## config.mk

```make
export PLATFORM = sky130hd
export DESIGN_NAME = aord_detector
export DESIGN_NICKNAME = d
export VERILOG_FILES = /design/src/rtl/aord_pkg.sv /design/src/rtl/aord_detector.sv
export SDC_FILE = /design/constraint.sdc
export NUM_CORES = 1
export LEC_CHECK = 0
export ABC_AREA = 0
export BUFFER_PORTS_ARGS = -buffer_cell sky130_fd_sc_hd__clkbuf_2
export CAP_MARGIN = 20
export CORE_MARGIN = 2
export CORE_UTILIZATION = 30
export DETAILED_ROUTE_END_ITERATION = 6
export GPL_ROUTABILITY_DRIVEN = 0
export PLACE_DENSITY_LB_ADDON = 0.1
export REMOVE_ABC_BUFFERS = 1
export SETUP_SLACK_MARGIN = 0.4
export SLEW_MARGIN = 10
export SYNTH_ARGS = -nofsm -noshare
export SYNTH_HDL_FRONTEND = slang
export SYNTH_SLANG_ARGS = --single-unit
```

## constraint.sdc

```tcl
create_clock -name clk -period 2 [get_ports clk]
set_input_delay 0.2 -clock clk [delete_from_list [all_inputs] [get_ports clk]]
set_output_delay 0.2 -clock clk [all_outputs]
set_load 0.02 [all_outputs]
```

## src/rtl/aord_pkg.sv

```systemverilog
// Package for the over-range detector: widths, hold codes, sample carrier.
// Assumes samples arrive on the detector clock as two's complement words.
package aord_pkg;

   localparam int          AORD_SAMPLE_W  = 12;
   localparam int          AORD_CMP_W     = 8;
   localparam int          AORD_HOLD_SEL_W = 3;
   localparam int          AORD_CHANNELS  = 4;
   localparam int          AORD_CNT_W     = 11;
   localparam logic [10:0] AORD_HOLD_BASE = 11'h008;
   localparam logic [10:0] AORD_MAG_MAX   = 11'h7FF;
   localparam logic [11:0] AORD_MOST_NEG  = 12'h800;
   localparam logic [7:0]  AORD_TH_RESET  = 8'hFF;

   // One sample per channel, channel A in slot 0
   typedef struct packed {
      logic [AORD_CHANNELS-1:0][AORD_SAMPLE_W-1:0] smp;
      logic                                        valid;
   } aord_samples_t;

   // Static settings shared by all channels
   typedef struct packed {
      logic [AORD_CMP_W-1:0]      threshold;
      logic                       enable;
      logic [AORD_HOLD_SEL_W-1:0] hold_sel;
   } aord_cfg_t;

endpackage

```

## src/rtl/aord_detector.sv

```systemverilog
// Over-range detector for four sample streams with per-channel flag pins.
// Assumes samples and settings are synchronous to clk; no software registers.
//
// What this block does
// - Every 12-bit sample of each channel is checked, one cycle pipeline.
// - Magnitude is formed; only its upper 8 bits are compared to threshold.
// - One threshold serves all four channels.
// - Most negative code saturates to 2047, so both full scales give 255.
// - Flags stay low unless detect enable is 1.
// - Flag is 1 when magnitude meets threshold within hold period, else 0.
// - Flags for channels A, B, C, D drive four separate output pins.
// - Hold after last hit is 8 shifted left by the 3-bit select code.
// - Samples are signed two's complement from -2048 to +2047.
`timescale 1ns/100ps

module aord_detector
   import aord_pkg::*;
(
   // Clock and reset
   input  wire logic          clk,
   input  wire logic          rst_n,
   // Samples and settings
   input  wire aord_samples_t samples_in,
   input  wire aord_cfg_t     cfg_in,
   // Flag pins
   output logic               over_range_flag_ch_a,
   output logic               over_range_flag_ch_b,
   output logic               over_range_flag_ch_c,
   output logic               over_range_flag_ch_d
);

   ////////////////////////////////////////////////////////////////////////////
   // Reset release through two flops
   logic [1:0] rst_sync_reg;
   logic       rst_int_n;

   always_ff @(posedge clk or negedge rst_n) begin
      if (!rst_n) begin
         rst_sync_reg <= 2'h0;
      end else begin
         rst_sync_reg <= {rst_sync_reg[0], 1'b1};
      end
   end
   assign rst_int_n = rst_sync_reg[1];

   ////////////////////////////////////////////////////////////////////////////
   // Magnitude and hold length
   // Negating the most negative code overflows 12 bits, hence its own branch
   // Only bits 10 to 3 of the magnitude reach the comparator
   function automatic logic [AORD_CMP_W-1:0] mag_top(input logic [AORD_SAMPLE_W-1:0] s);
      logic [AORD_SAMPLE_W-1:0] neg;
      logic [AORD_SAMPLE_W-2:0] mag;
      neg = '0;
      mag = '0;
      if (s == AORD_MOST_NEG) begin
         mag = AORD_MAG_MAX;
      end else if (s[AORD_SAMPLE_W-1]) begin
         neg = AORD_SAMPLE_W'(~s + 1'b1);
         mag = neg[AORD_SAMPLE_W-2:0];
      end else begin
         mag = s[AORD_SAMPLE_W-2:0];
      end
      return mag[AORD_SAMPLE_W-2 -: AORD_CMP_W];
   endfunction

   function automatic logic [AORD_CNT_W-1:0] hold_len(input logic [AORD_HOLD_SEL_W-1:0] c);
      return AORD_CNT_W'(AORD_HOLD_BASE << c);
   endfunction

   ////////////////////////////////////////////////////////////////////////////
   // Per-channel hit, hold counter and flag
   logic [AORD_CHANNELS-1:0]                 hit;
   logic [AORD_CHANNELS-1:0][AORD_CNT_W-1:0] cnt_reg;
   logic [AORD_CHANNELS-1:0][AORD_CNT_W-1:0] cnt_next;
   logic [AORD_CHANNELS-1:0]                 flag_reg;
   logic [AORD_CHANNELS-1:0]                 flag_next;

   // Disable wins over a hit so a switched-off detector never reports
   always_comb begin
      for (int i = 0; i < AORD_CHANNELS; i++) begin
         hit[i] = samples_in.valid && cfg_in.enable
                  && (mag_top(samples_in.smp[i]) >= cfg_in.threshold);
         cnt_next[i]  = cnt_reg[i];
         flag_next[i] = flag_reg[i];
         if (!cfg_in.enable) begin
            cnt_next[i]  = '0;
            flag_next[i] = 1'b0;
         end else if (hit[i]) begin
            cnt_next[i]  = AORD_CNT_W'(hold_len(cfg_in.hold_sel) - 1'b1);
            flag_next[i] = 1'b1;
         end else if (cnt_reg[i] != '0) begin
            cnt_next[i] = AORD_CNT_W'(cnt_reg[i] - 1'b1);
         end else begin
            flag_next[i] = 1'b0;
         end
      end
   end

   always_ff @(posedge clk or negedge rst_int_n) begin
      if (!rst_int_n) begin
         cnt_reg  <= '0;
         flag_reg <= '0;
      end else begin
         cnt_reg  <= cnt_next;
         flag_reg <= flag_next;
      end
   end

   // Straight from flops; pin order A to D
   assign over_range_flag_ch_a = flag_reg[0];
   assign over_range_flag_ch_b = flag_reg[1];
   assign over_range_flag_ch_c = flag_reg[2];
   assign over_range_flag_ch_d = flag_reg[3];

   ////////////////////////////////////////////////////////////////////////////
   // Checks
   // Cycles since channel A last hit; saturates so a long idle cannot wrap
   logic [AORD_CNT_W-1:0] low_run_reg;
   logic [AORD_CNT_W-1:0] low_run_next;

   always_comb begin
      low_run_next = low_run_reg;
      if (hit[0]) begin
         low_run_next = '0;
      end else if (low_run_reg != {AORD_CNT_W{1'b1}}) begin
         low_run_next = AORD_CNT_W'(low_run_reg + 1'b1);
      end
   end

   always_ff @(posedge clk or negedge rst_int_n) begin
      if (!rst_int_n) begin
         low_run_reg <= '0;
      end else begin
         low_run_reg <= low_run_next;
      end
   end

   ////////////////////////////////////////////////////////////////////////////
   // Set path: one cycle from hit to flag on every pin
   hit_sets_flag_a: assert property (@(posedge clk) disable iff (!rst_int_n)
      hit[0] |=> over_range_flag_ch_a) else $error("flag A not set by hit");
   hit_flag_b_a: assert property (@(posedge clk) disable iff (!rst_int_n)
      hit[1] |=> over_range_flag_ch_b) else $error("flag B not set by hit");
   hit_flag_c_a: assert property (@(posedge clk) disable iff (!rst_int_n)
      hit[2] |=> over_range_flag_ch_c) else $error("flag C not set by hit");
   hit_flag_d_a: assert property (@(posedge clk) disable iff (!rst_int_n)
      hit[3] |=> over_range_flag_ch_d) else $error("flag D not set by hit");

   // A pin only rises after a hit on its own channel, never a neighbour's
   rise_a_a: assert property (@(posedge clk) disable iff (!rst_int_n)
      $rose(over_range_flag_ch_a) |-> $past(hit[0])) else $error("flag A rose without hit");
   rise_b_a: assert property (@(posedge clk) disable iff (!rst_int_n)
      $rose(over_range_flag_ch_b) |-> $past(hit[1])) else $error("flag B rose without hit");
   rise_c_a: assert property (@(posedge clk) disable iff (!rst_int_n)
      $rose(over_range_flag_ch_c) |-> $past(hit[2])) else $error("flag C rose without hit");
   rise_d_a: assert property (@(posedge clk) disable iff (!rst_int_n)
      $rose(over_range_flag_ch_d) |-> $past(hit[3])) else $error("flag D rose without hit");

   // Full scale of either sign must trip even the highest threshold
   pos_full_a: assert property (@(posedge clk) disable iff (!rst_int_n)
      samples_in.valid && cfg_in.enable && samples_in.smp[3] == {1'b0, AORD_MAG_MAX}
      |=> over_range_flag_ch_d) else $error("positive full scale not flagged");
   neg_full_c_a: assert property (@(posedge clk) disable iff (!rst_int_n)
      samples_in.valid && cfg_in.enable && samples_in.smp[2] == AORD_MOST_NEG
      |=> over_range_flag_ch_c) else $error("most negative code not flagged on C");

   ////////////////////////////////////////////////////////////////////////////
   // Clear and hold paths
   disabled_mid_a: assert property (@(posedge clk) disable iff (!rst_int_n)
      !cfg_in.enable |=> !over_range_flag_ch_b && !over_range_flag_ch_c)
      else $error("flag B or C high while disabled");
   disabled_cnt_a: assert property (@(posedge clk) disable iff (!rst_int_n)
      !cfg_in.enable |=> cnt_reg == '0) else $error("hold count kept while disabled");
   reload_cnt_a: assert property (@(posedge clk) disable iff (!rst_int_n)
      hit[0] |=> cnt_reg[0] == AORD_CNT_W'($past(hold_len(cfg_in.hold_sel)) - 1'b1))
      else $error("hold count not restarted by hit");
   count_done_a: assert property (@(posedge clk) disable iff (!rst_int_n)
      cfg_in.enable && !hit[0] && cnt_reg[0] == '0 |=> !over_range_flag_ch_a)
      else $error("flag A kept after count ran out");
   hold_min_b_a: assert property (@(posedge clk) disable iff (!rst_int_n)
      hit[1] && cfg_in.hold_sel == 3'h0 ##1 (cfg_in.enable && cfg_in.hold_sel == 3'h0)[*7]
      |-> over_range_flag_ch_b) else $error("hold on B shorter than eight");
   hold_min_c_a: assert property (@(posedge clk) disable iff (!rst_int_n)
      hit[2] && cfg_in.hold_sel == 3'h0 ##1 (cfg_in.enable && cfg_in.hold_sel == 3'h0)[*7]
      |-> over_range_flag_ch_c) else $error("hold on C shorter than eight");
   hold_min_d_a: assert property (@(posedge clk) disable iff (!rst_int_n)
      hit[3] && cfg_in.hold_sel == 3'h0 ##1 (cfg_in.enable && cfg_in.hold_sel == 3'h0)[*7]
      |-> over_range_flag_ch_d) else $error("hold on D shorter than eight");
   below_th_b_a: assert property (@(posedge clk) disable iff (!rst_int_n)
      !over_range_flag_ch_b && !hit[1] |=> !over_range_flag_ch_b)
      else $error("flag B set without hit");
   below_th_d_a: assert property (@(posedge clk) disable iff (!rst_int_n)
      !over_range_flag_ch_d && !hit[3] |=> !over_range_flag_ch_d)
      else $error("flag D set without hit");

   // Checks carried over for channels A to D and the shared settings
   disabled_low_a: assert property (@(posedge clk) disable iff (!rst_int_n)
      !cfg_in.enable |=> !over_range_flag_ch_a && !over_range_flag_ch_d)
      else $error("flag high while disabled");
   most_neg_a: assert property (@(posedge clk) disable iff (!rst_int_n)
      samples_in.valid && cfg_in.enable && samples_in.smp[1] == AORD_MOST_NEG
      |=> over_range_flag_ch_b) else $error("most negative code not flagged");
   hold_min_a: assert property (@(posedge clk) disable iff (!rst_int_n)
      hit[0] && cfg_in.hold_sel == 3'h0 ##1 (cfg_in.enable && cfg_in.hold_sel == 3'h0)[*7]
      |-> over_range_flag_ch_a) else $error("hold shorter than eight");
   hold_end_a: assert property (@(posedge clk) disable iff (!rst_int_n)
      low_run_reg > hold_len(cfg_in.hold_sel) && $stable(cfg_in.hold_sel)
      |-> !over_range_flag_ch_a) else $error("flag outlived hold");
   below_th_a: assert property (@(posedge clk) disable iff (!rst_int_n)
      !over_range_flag_ch_c && !hit[2] |=> !over_range_flag_ch_c)
      else $error("flag C set without hit");

endmodule

```

==> PnR_summary.wiki, run 1 <==
{| class="wikitable"
! Metric !! Value
|-
| PortBufs || 66
|-
| Core region area || 13800 um^2
|-
| Clk_skew || 4.42 ps
|-
| Internal power || 3.58 mW
|-
| Max-capacitance violation count || 0
|-
| Average wire per cell in the routed design || 14.3 um
|-
| Boundary Pins || 67
|-
| Yosys top cell area share || 29.6%
|-
| Power, Total || ~5.8 mW
|-
| Top achievable clock speed || 347 MHz
|-
| Net switching power || 2.19 mW
|-
| Critical Path Start Type || primary input
|-
| Share of total power in sequential cells || a little under a third
|-
| Die Ht || around 120 um
|-
| Most common cell after layout, fill and taps aside || buf_4
|-
| Proportion of total power due to net switching || 37.9%
|-
| Sequential element share of the synthesized area || 29.6%
|-
| Global routing met2 resource utilization || 30.7%
|-
| Critical Path AT || 3050 ps
|-
| Fraction of layout instances using a drive strength above 1 || between 40% and 50%
|-
| Effective utilization at floorplan || 30.6%
|-
| Antenna viol nets, final || 0
|-
| Min-Delay Path Class || in2async
|-
| Half-perimeter wire length after detailed placement || 9.11 mm
|-
| Final min period || 2880 ps
|-
| Yosys warning total || 0
|-
| Critical path capture point type || flop
|-
| Wire length of the first global-routing pass || between 20 and 25 mm
|-
| Vias/cell || 4.98
|-
| Placed Instances || 821
|-
| Maximum number of pins on one net before global-route repair || 32
|-
| Final Hold Viols || 0
|-
| Top cells by area, synth || dfrtp_1, ha_1, mux2i_1, nand2_1, xnor2_1
|-
| VDD IR max || 580 uV
|-
| Met3 Resource Use GR || 1.72%
|-
| Required time of the critical path || 2170 ps
|-
| Final cycle utilization of the critical path || 144%
|-
| Number of flip-flops under the largest register name || 44
|-
| TritonCTS clock tree || built
|-
| Share of flip-flops with an asynchronous set or reset || 100%
|-
| Sum of negative setup slack || -28930 ps
|-
| Insertion delay of the later-clocked pin in the worst-skew pair || 290 ps
|-
| Via count || between 4k and 5k
|-
| Leading cell types in the layout, fill and taps excluded || buf_4, clkbuf_2, nand2_1, dfrtp_1, nor2_1
|-
| Clock sink count || 50
|-
| Mean instance size in the synthesized netlist || 8.57 um^2
|-
| Worst Setup Path Type || in2reg
|-
| Power per standard cell area || 923 nW/um^2
|-
| Dominant cell type by area after synthesis || dfrtp_1
|-
| Violated checks || setup timing
|-
| Clk root buf || clkbuf_16
|-
| Cells after Synth || a little under 500
|-
| Residual DRC count || 0
|-
| Number of enable flip-flop cells after synthesis || 0
|-
| Initial detailed-routing violation count || 186
|-
| Final WS setup || -878 ps
|-
| Finished Layout Cells || around 850
|-
| CTS Buf Count || 5
|-
| Transition time at the pin with the least slew margin || 734 ps
|-
| Total Wirelength || 12.1 mm
|-
| Antenna violations before repair || 0
|-
| Total routing resource utilization after global routing || 16.5%
|-
| Cell row count || 43
|-
| Deepest level of the CTS H-tree || 2
|-
| Post-synthesis cell type count || 55
|-
| Net count of the finished layout || between 700 and 800
|-
| CTS Buffer Depth || 2
|-
| Gr busiest metal || met2
|-
| Via count of the first global-routing pass || 4353
|-
| Area added between synthesis and finish || 47.8%
|-
| Part of the power in the clock network || 17.0%
|-
| Die area || 15100 um^2
|-
| Clock slew at reported path FFs || 70 ps
|-
| CP max FO || 3
|-
| Logic gate share of total power || between 50% and 60%
|-
| Slew margin rel. || 51.1%
|-
| Status || finished, violations left
|-
| Final-report setup violation count || 48
|-
| Unrepaired setup endpoints after global routing || true
|-
| Worst hold slack across all endpoints || 226 ps
|-
| Number of diodes || 0
|-
| Die X || roughly 120 um
|-
| Met1 Usage GRT || about a fifth
|-
| Reported leakage power || roughly 3 nW
|-
| Dominant register cell in the synthesized netlist || dfrtp_1
|-
| Area of the mapped netlist || 4230 um^2
|-
| DR pass1 iterations || 4
|-
| #FFs+latches synth || 50
|-
| Total global routing overflow || 0
|-
| Number of slew-limit violations in the final report || 0
|}
==> critical path, stage by stage <==
cell and delay, ps:
buf_6 90, or4_4 530, or3_4 360, or4_4 460
nor3b_4 220, a311oi_2 60, ha_1 310, nand4_1 80
a311o_1 310, nand2_2 110, mux2_4 300
==> routing by layer <==
| metal | share of wire (%) | wire length, um |
|---|---|---|
| met5 | 0 | 0 |
| met4 | 1.1 | 131 |
| met3 | 2.8 | 339 |
| met2 | 51 | 6170 |
| met1 | 45 | 5500 |
==> timing repair <==
action	in CTS	in global routing
hold buffers	1	0
resized for setup	51	52
endpoints found under the hold margin	2	0
buffers inserted	8	8
cloned	1	0
endpoints found under the setup margin	48	48
pin swaps	38	30
==> cell families (layout without fill, tap and decap cells) <==
family	after synthesis	in the layout	synth area share [%]
AO/OA/AOI/OAI	109	109	16.5
XOR/XNOR	39	39	8.07
adder cells (fa/ha/maj)	36	36	10.6
buffers and inverters	35	208	3.28
flip-flops	50	50	29.6
multiplexers	32	32	7.71
other	1	1	0.0886
AND/OR/NAND/NOR	192	192	24.1
==> path summary, 6_finish.rpt <==
check	start	end	slack, ps	depth (start not counted)
min reg2reg	rst_sync_reg[1]	flag_reg[0]	330	0
max	samples_in[28]	cnt_reg[29]	-880	11
min in group clk	cfg_in[0]	cnt_reg[42]	250	3
max reg2reg	cnt_reg[23]	flag_reg[2]	-80	7
min	rst_n	rst_sync_reg[1]	230	2
max in group asynchronous	rst_sync_reg[1]	cnt_reg[22]	1020	1
==> power by group through the flow <==
stage	Combinational, mW	Sequential, mW	Clock [mW]
6_report	3.05	1.74	0.981
5_1_grt	3.42	1.80	1.05
4_1_cts	2.96	1.73	1.02
3_5_place_dp	2.83	1.74	0
3_3_place_gp	2.79	1.74	0
2_1_floorplan	1.90	1.70	0
==> stage by stage <==
stage	utilization [%]	setup WS, ps	instance area [um^2]
detailed placement	39.7	-1190	5490
CTS	43.0	-816	5950
global placement	39.7	-1130	5490
finish	45.2	-878	6260
global route	45.2	-977	6260
floorplan	-	-1520	4170
==> Yosys cell counts (3+ instances only) <==
master    number
nand2_1       57
dfrtp_1       50
ha_1          36
nor2_1        31
o21ai_0       31
mux2i_1       27
xnor2_1       23
a21oi_1       20
inv_1         20
xor2_1        16
nand3_1       15
nor3_1        15
a21o_1        14
clkbuf_1      14
nand2b_1      10
o31ai_1        9
or3_1          9
nor2b_1        7
o211ai_1       7
a31oi_1        6
nand4_1        6
or4_1          6
and3_1         5
mux2_2         5
nor4_1         5
or2_2          5
a211oi_1       3
and2_1         3
nor4b_1        3
o21a_1         3
o311ai_0       3
==> cell type report <==
class                      count  area, um^2
fill                        1360        7570
multi-input combinational    409        3230
timing repair buffer         180        1300
sequential                    50        1250
tap                          180         225
clock buffer                   5         125
inverter                      20        75.1
clock inverter                 3        43.8
(Power assumes the default switching activity.)
==> run 2, diff against run 1 <==
--- a/config.mk
+++ b/config.mk
@@ -19,3 +19,4 @@
 export SYNTH_ARGS = -nofsm -noshare
 export SYNTH_HDL_FRONTEND = slang
 export SYNTH_SLANG_ARGS = --single-unit
+export TNS_END_PERCENT = 1
==> run 2 against run 1 <==
The run still ends with setup timing left. Sequential share of layout area is 1.6 points higher. Wire length is 4.3% lower. Count of clock-buffer cells in the layout stayed put. Critical path depth stayed put. Register-to-register slack hardly changed. Final cell count is 1.8% lower. Non-clock buffer count is 15 lower. Combinational power is 6% lower. Setup slack hardly changed. Maximum frequency hardly changed. Clock power hardly changed. Global-route usage is 0.45 points lower.
==> PnR_summary.wiki, run 2 (synthesis gave the netlist of run 1 again) <==
{| class="wikitable"
! Metric !! Value
|-
| Status || finished, violations left (unchanged)
|-
| Violated checks || setup timing (unchanged)
|-
| Critical Path AT || 3050 ps (about the same)
|-
| Net switching power || 2.11 mW (was 2.19 mW)
|-
| Depth of the worst register-to-register path || 7 (unchanged)
|-
| Antenna violations before repair || 0 (unchanged)
|-
| Deepest level of the CTS H-tree || 2 (unchanged)
|-
| Final cycle utilization of the critical path || 144% (about the same)
|-
| Number of diodes || 0 (unchanged)
|-
| Wire length of the first global-routing pass || 19.5 mm (was 20.1 mm)
|-
| Reported leakage power || 2.84 nW (was 2.98 nW)
|-
| Net count of the finished layout || 750 (was 765)
|-
| Cell row count || 43 (unchanged)
|-
| Max stage delay cell, worst path || or4_4 (unchanged)
|-
| Required time of the critical path || 2180 ps (was 2170 ps)
|-
| Worst Setup Path Type || in2reg (unchanged)
|-
| Core region area || 13800 um^2 (unchanged)
|-
| Critical-path cell list || clkbuf_2 -> or4_4 -> or3_4 -> or4_4 -> nor3b_4 -> a311oi_1 -> ha_1 -> nand4_1 -> a311o_1 -> nand2_2 -> mux2_2 (was buf_6 -> or4_4 -> or3_4 -> or4_4 -> nor3b_4 -> a311oi_2 -> ha_1 -> nand4_1 -> a311o_1 -> nand2_2 -> mux2_4)
|-
| Critical path capture point type || flop (unchanged)
|-
| Average wire per cell in the routed design || 14.0 um (was 14.3 um)
|-
| Transition time at the pin with the least slew margin || 731 ps (was 734 ps)
|-
| Antenna viol nets, final || 0 (unchanged)
|-
| Slew margin rel. || 51.3% (was 51.1%)
|-
| Clock slew at reported path FFs || 70 ps (about the same)
|-
| Via count of the first global-routing pass || 4232 (was 4353)
|-
| VDD IR max || 581 uV (was 580 uV)
|-
| Max-capacitance violation count || 0 (unchanged)
|-
| Die area || 15100 um^2 (unchanged)
|-
| Logic gate share of total power || 51.4% (was 52.9%)
|-
| Insertion delay of the later-clocked pin in the worst-skew pair || 290 ps (about the same)
|-
| Largest delay share family, worst path || simple AND/OR/NAND/NOR gates (unchanged)
|-
| FF-to-FF setup slack || -70 ps (was -80 ps)
|-
| Number of flip-flops under the largest register name || 44 (unchanged)
|-
| CTS Buffer Depth || 2 (unchanged)
|-
| Leading cell types in the layout, fill and taps excluded || buf_4, clkbuf_2, nand2_1 (was buf_4, clkbuf_2, nand2_1, dfrtp_1, nor2_1)
|-
| Effective utilization at floorplan || 30.6% (unchanged)
|-
| Clock sink count || 50 (unchanged)
|-
| Via count || 4140 (was 4214)
|-
| Delay of the slowest critical-path stage || 530 ps (about the same)
|-
| Number of slew-limit violations in the final report || 0 (unchanged)
|-
| Area added between synthesis and finish || 37.0% (was 47.8%)
|-
| Vias/cell || 4.98 (about the same)
|-
| Final-report setup violation count || 48 (unchanged)
|-
| CTS Buf Count || 5 (unchanged)
|-
| PortBufs || 66 (unchanged)
|-
| Clk root buf || clkbuf_16 (unchanged)
|-
| DR pass1 iterations || 4 (unchanged)
|-
| Proportion of total power due to net switching || 37.8% (was 37.9%)
|-
| Top achievable clock speed || 348 MHz (was 347 MHz)
|-
| TritonCTS clock tree || built (unchanged)
|-
| Residual DRC count || 0 (unchanged)
|-
| Maximum number of pins on one net before global-route repair || 32 (unchanged)
|-
| CP max FO || 3 (unchanged)
|-
| Part of the power in the clock network || 17.6% (was 17.0%)
|-
| Final std cell area, no fill || 5800 um^2 (was 6260 um^2)
|-
| Total Wirelength || 11.6 mm (was 12.1 mm)
|-
| Fraction of the core area covered by cells at the end of the flow || 42.0% (was 45.2%)
|-
| Fraction of layout instances using a drive strength above 1 || 32.4% (was 40.2%)
|-
| Clk_skew || 4.26 ps (was 4.42 ps)
|-
| Power per standard cell area || 964 nW/um^2 (was 923 nW/um^2)
|-
| Die X || 123 um (unchanged)
|-
| Initial detailed-routing violation count || 207 (was 186)
|-
| Most common cell after layout, fill and taps aside || buf_4 (unchanged)
|-
| Final WS setup || -877 ps (was -878 ps)
|-
| Share of total power in sequential cells || 31.1% (was 30.1%)
|-
| Total global routing overflow || 0 (unchanged)
|-
| Min-Delay Path Class || in2async (unchanged)
|-
| Total routing resource utilization after global routing || 16.0% (was 16.5%)
|-
| Number of buffers and inverters on the critical path || 1 (unchanged)
|-
| Capture instance of the worst register-to-register path || flag_reg[2] (unchanged)
|-
| Boundary Pins || 67 (unchanged)
|-
| Most used cell along the critical path || or4_4 (unchanged)
|-
| Final min period || 2880 ps (about the same)
|-
| Unrepaired setup endpoints after global routing || true (unchanged)
|-
| Internal power || 3.48 mW (was 3.58 mW)
|-
| Half-perimeter wire length after detailed placement || 9.11 mm (unchanged)
|-
| Post-Place Cell Area || 5490 um^2 (unchanged)
|-
| Worst flop-to-flop path startpoint || cnt_reg[23] (unchanged)
|-
| Die Ht || 123 um (unchanged)
|-
| Final Hold Viols || 0 (unchanged)
|-
| Critical Path Start Type || primary input (unchanged)
|}
## run 2: cell count changes in the layout (fill, tap and decap cells not counted), moves of 5 or more
cell	change
a21oi_1	+8
buf_4	-7
ha_1	+7
ha_4	-5
nand2_2	-6
buf_6	-9
o21ai_2	-6
nand2_1	+7
o21ai_0	+9
a21oi_2	-8
## run 2: area by class of cell
class / instances / area [um^2]
Multi-Input combinational cell: 409 / 2950
Sequential cell: 50 / 1250
Timing Repair Buffer: 165 / 1130
Clock buffer: 5 / 125
Clock inverter: 3 / 43.8
Fill cell: 1400 / 8030
Tap cell: 180 / 225
Inverter: 20 / 75.1
## run 2: power by group through the flow
stage | combinational (mW) | sequential, mW | clock [mW]
after CTS | 2.89 | 1.73 | 1.02
final | 2.87 | 1.74 | 0.981
after detailed placement | 2.83 | 1.74 | 0
after floorplan | 1.90 | 1.70 | 0
after global placement | 2.79 | 1.74 | 0
after global routing | 3.24 | 1.80 | 1.05
## run 2: worst max path at each step
stage | from | endpoint | slack (ps) | cells past startpoint
floorplan | samples_in[3] | cnt_reg[7] | -1520 | 9
global placement | samples_in[28] | cnt_reg[29] | -1130 | 11
detailed placement | samples_in[28] | cnt_reg[27] | -1190 | 12
CTS | samples_in[28] | cnt_reg[29] | -840 | 11
global route | samples_in[28] | cnt_reg[27] | -980 | 12
finish | samples_in[28] | cnt_reg[29] | -880 | 11
## run 2: worst register-to-register path, cell delays in order, from the launching register on
cell and delay [ps]:
dfrtp_1 390, inv_1 80, ha_1 170, or4b_2 620, nor4_2 220, buf_4 190, nor2b_1 110, a21o_1 200
## run 2: repair_timing
action	in CTS	in global routing
endpoints found under the setup margin	48	48
pin swaps	9	3
buffers inserted	1	1
hold buffers	1	0
gates resized for setup	22	9
endpoints found under the hold margin	2	0
## run 2: metal layers
metal  up-vias  part of all wire [%]  track usage, %
met3        14                   2.5            1.72
met2        62                    50            29.2
met1      1954                    47            20.3
met4         0                   1.3            3.16
met5         -                     0               0
li1       2110                     -               -
## run 2: through the flow
step	setup slack [ps]	TNS [ps]	std cells	hold slack, ps	total power, mW
global route	-978	-36220	832	222	6.09
CTS	-839	-29560	831	220	5.63
floorplan	-1520	-51600	479	-95.6	3.60
finish	-877	-29030	832	226	5.59
detailed placement	-1190	-47690	821	-11.8	4.58
global placement	-1130	-45690	821	-13.5	4.53
==> run 3, diff against run 2 <==
==> constraint.sdc (replaced) <==
create_clock -name clk -period 2 [get_ports clk]
set_input_delay 0.1 -clock clk [delete_from_list [all_inputs] [get_ports clk]]
set_output_delay 0.1 -clock clk [all_outputs]
set_load 0.02 [all_outputs]
==> run 3 against run 2 <==
The run still ends with setup timing left. Worst hold slack worse by 110 ps. Maximum frequency is 3.6% higher. Wire length shrank 1.5%. Sequential power is essentially flat. Die area did not move. Largest cell class unchanged. Clock skew increased by 2.5 ps. Non-clock buffer count down 5. Critical path depth stayed put. Global-route usage down 0.23 points. Via count is 1.2% lower. Final cell count is 0.60% lower. Count of clock-buffer cells in the layout unchanged.
==> PnR_summary.wiki, run 3 (synthesis gave the netlist of run 1 again) <==
{| class="wikitable"
! Metric !! Value
|-
| Status || finished, violations left (unchanged)
|-
| Violated checks || setup timing (unchanged)
|-
| Wire length of the first global-routing pass || 19.3 mm (was 19.5 mm)
|-
| Slew margin rel. || 50.8% (was 51.3%)
|-
| Net count of the finished layout || 745 (was 750)
|-
| Worst hold slack across all endpoints || 119 ps (was 226 ps)
|-
| Boundary Pins || 67 (unchanged)
|-
| Critical Path AT || 2950 ps (was 3050 ps)
|-
| Final-report setup violation count || 48 (unchanged)
|-
| Fraction of layout instances using a drive strength above 1 || 32.1% (was 32.4%)
|-
| Antenna violations before repair || 0 (unchanged)
|-
| Maximum number of pins on one net before global-route repair || 32 (unchanged)
|-
| Placed Instances || 818 (was 821)
|-
| Most common cell after layout, fill and taps aside || buf_4 (unchanged)
|-
| Initial detailed-routing violation count || 132 (was 207)
|-
| PortBufs || 66 (unchanged)
|-
| Transition time at the pin with the least slew margin || 738 ps (was 731 ps)
|-
| Max-capacitance violation count || 0 (unchanged)
|-
| Core region area || 13800 um^2 (unchanged)
|-
| Finished Layout Cells || 827 (was 832)
|-
| Antenna viol nets, final || 0 (unchanged)
|-
| Power, Total || 5.48 mW (was 5.59 mW)
|-
| Die Ht || 123 um (unchanged)
|-
| Clock sink count || 50 (unchanged)
|-
| Cell row count || 43 (unchanged)
|-
| Top achievable clock speed || 360 MHz (was 348 MHz)
|-
| TritonCTS clock tree || built (unchanged)
|-
| Worst flop-to-flop path startpoint || cnt_reg[23] (unchanged)
|-
| Final min period || 2780 ps (was 2880 ps)
|-
| Reported leakage power || 2.81 nW (was 2.84 nW)
|-
| Clk root buf || clkbuf_16 (unchanged)
|-
| Unrepaired setup endpoints after global routing || true (unchanged)
|-
| Effective utilization at floorplan || 30.6% (unchanged)
|-
| Final Hold Viols || 0 (unchanged)
|-
| Total global routing overflow || 0 (unchanged)
|-
| Half-perimeter wire length after detailed placement || 9.14 mm (was 9.11 mm)
|-
| Fraction of the core area covered by cells at the end of the flow || 41.5% (was 42.0%)
|-
| Final WS setup || -776 ps (was -877 ps)
|-
| Min-Delay Path Class || in2async (unchanged)
|-
| Critical Path Start Type || primary input (unchanged)
|-
| DR pass1 iterations || 4 (unchanged)
|-
| Worst Setup Path Type || in2reg (unchanged)
|-
| Total routing resource utilization after global routing || 15.8% (was 16.0%)
|-
| Power per standard cell area || 954 nW/um^2 (was 964 nW/um^2)
|-
| Leading cell types in the layout, fill and taps excluded || buf_4, clkbuf_2, nand2_1 (unchanged)
|-
| Die area || 15100 um^2 (unchanged)
|-
| Via count || 4090 (was 4140)
|-
| Worst Setup SP || samples_in[28] (unchanged)
|-
| CTS Buffer Depth || 2 (unchanged)
|-
| Die X || 123 um (unchanged)
|-
| Required time of the critical path || 2180 ps (about the same)
|-
| Number of flip-flops under the largest register name || 44 (unchanged)
|-
| Clk_skew || 6.80 ps (was 4.26 ps)
|-
| Number of diodes || 0 (unchanged)
|-
| Sum of negative setup slack || -22660 ps (was -29030 ps)
|-
| Clock slew at reported path FFs || 70 ps (about the same)
|-
| Insertion delay of the later-clocked pin in the worst-skew pair || 290 ps (about the same)
|-
| Via count of the first global-routing pass || 4180 (was 4232)
|-
| Average wire per cell in the routed design || 13.8 um (was 14.0 um)
|-
| VDD IR max || 695 uV (was 581 uV)
|-
| Total Wirelength || 11.4 mm (was 11.6 mm)
|-
| Residual DRC count || 0 (unchanged)
|-
| Area added between synthesis and finish || 35.7% (was 37.0%)
|-
| Deepest level of the CTS H-tree || 2 (unchanged)
|-
| CTS Buf Count || 5 (unchanged)
|-
| Critical path capture point type || flop (unchanged)
|-
| Final cycle utilization of the critical path || 139% (was 144%)
|-
| Number of slew-limit violations in the final report || 0 (unchanged)
|-
| Vias/cell || 4.95 (was 4.98)
|-
| CP max FO || 3 (unchanged)
|}
==> run 3: cell types whose count changed in the layout (fill, tap and decap cells not counted), moves of 2 or more <==
cell	before	now
buf_4	91	88
buf_6	4	2
o21ai_0	22	19
o21ai_1	8	11
==> run 3: routing by layer <==
layer	up-vias	global-route usage (%)	share of wire [%]
met3	13	1.53	2.4
met2	52	28.7	49
li1	2095	-	-
met1	1930	19.9	47
met5	-	0	0
met4	0	3.95	1.5
==> run 3: metrics by stage <==
stage	worst slack, ps	instance area (um^2)
2_1_floorplan	-1420	4170
3_3_place_gp	-1030	5470
3_5_place_dp	-1120	5470
4_1_cts	-774	5690
5_1_grt	-931	5740
6_report	-776	5740
==> run 3: where the power goes <==
| part | internal, mW | switching (mW) |
|---|---|---|
| Combinational | 1.50 | 1.38 |
| Sequential | 1.38 | 0.347 |
| Clock | 0.471 | 0.400 |
| Total | 3.35 | 2.12 |
==> run 3: cell type report <==
| cell class | instances | area [um^2] |
|---|---|---|
| fillers | 1395 | 8080 |
| multi-input cells | 409 | 2960 |
| flip-flops and latches | 50 | 1250 |
| repair buffers | 160 | 1080 |
| well taps | 180 | 225 |
| clock buffers | 5 | 125 |
| inverters | 20 | 75.1 |
| clock inverters | 3 | 25.0 |
==> run 3: final timing paths <==
path                       slack, ps  depth (start not counted)              end
setup reg to reg                 -70                          7      flag_reg[2]
hold reg to reg                  340                          0      cnt_reg[16]
min in group clk                 140                          3      cnt_reg[42]
setup / recovery                -780                         11      cnt_reg[29]
max in group asynchronous       1010                          1      cnt_reg[23]
hold / removal                   120                          2  rst_sync_reg[1]
==> run 3: worst max-delay path, stage by stage <==
cell	delay, ps
clkbuf_2	90
or4_4	530
or3_4	360
or4_4	430
nor3b_2	220
a311oi_1	80
ha_1	320
nand4_1	80
a311o_1	310
nand2_2	100
mux2_2	330
==> run 3: timing repair <==
action	4_1_cts	5_1_grt
setup endpoints to repair	48	48
gates cloned	0	0
buffers inserted	0	0
pin swaps	8	5
hold buffers	1	0
hold endpoints to repair	2	0
resized for setup	18	17
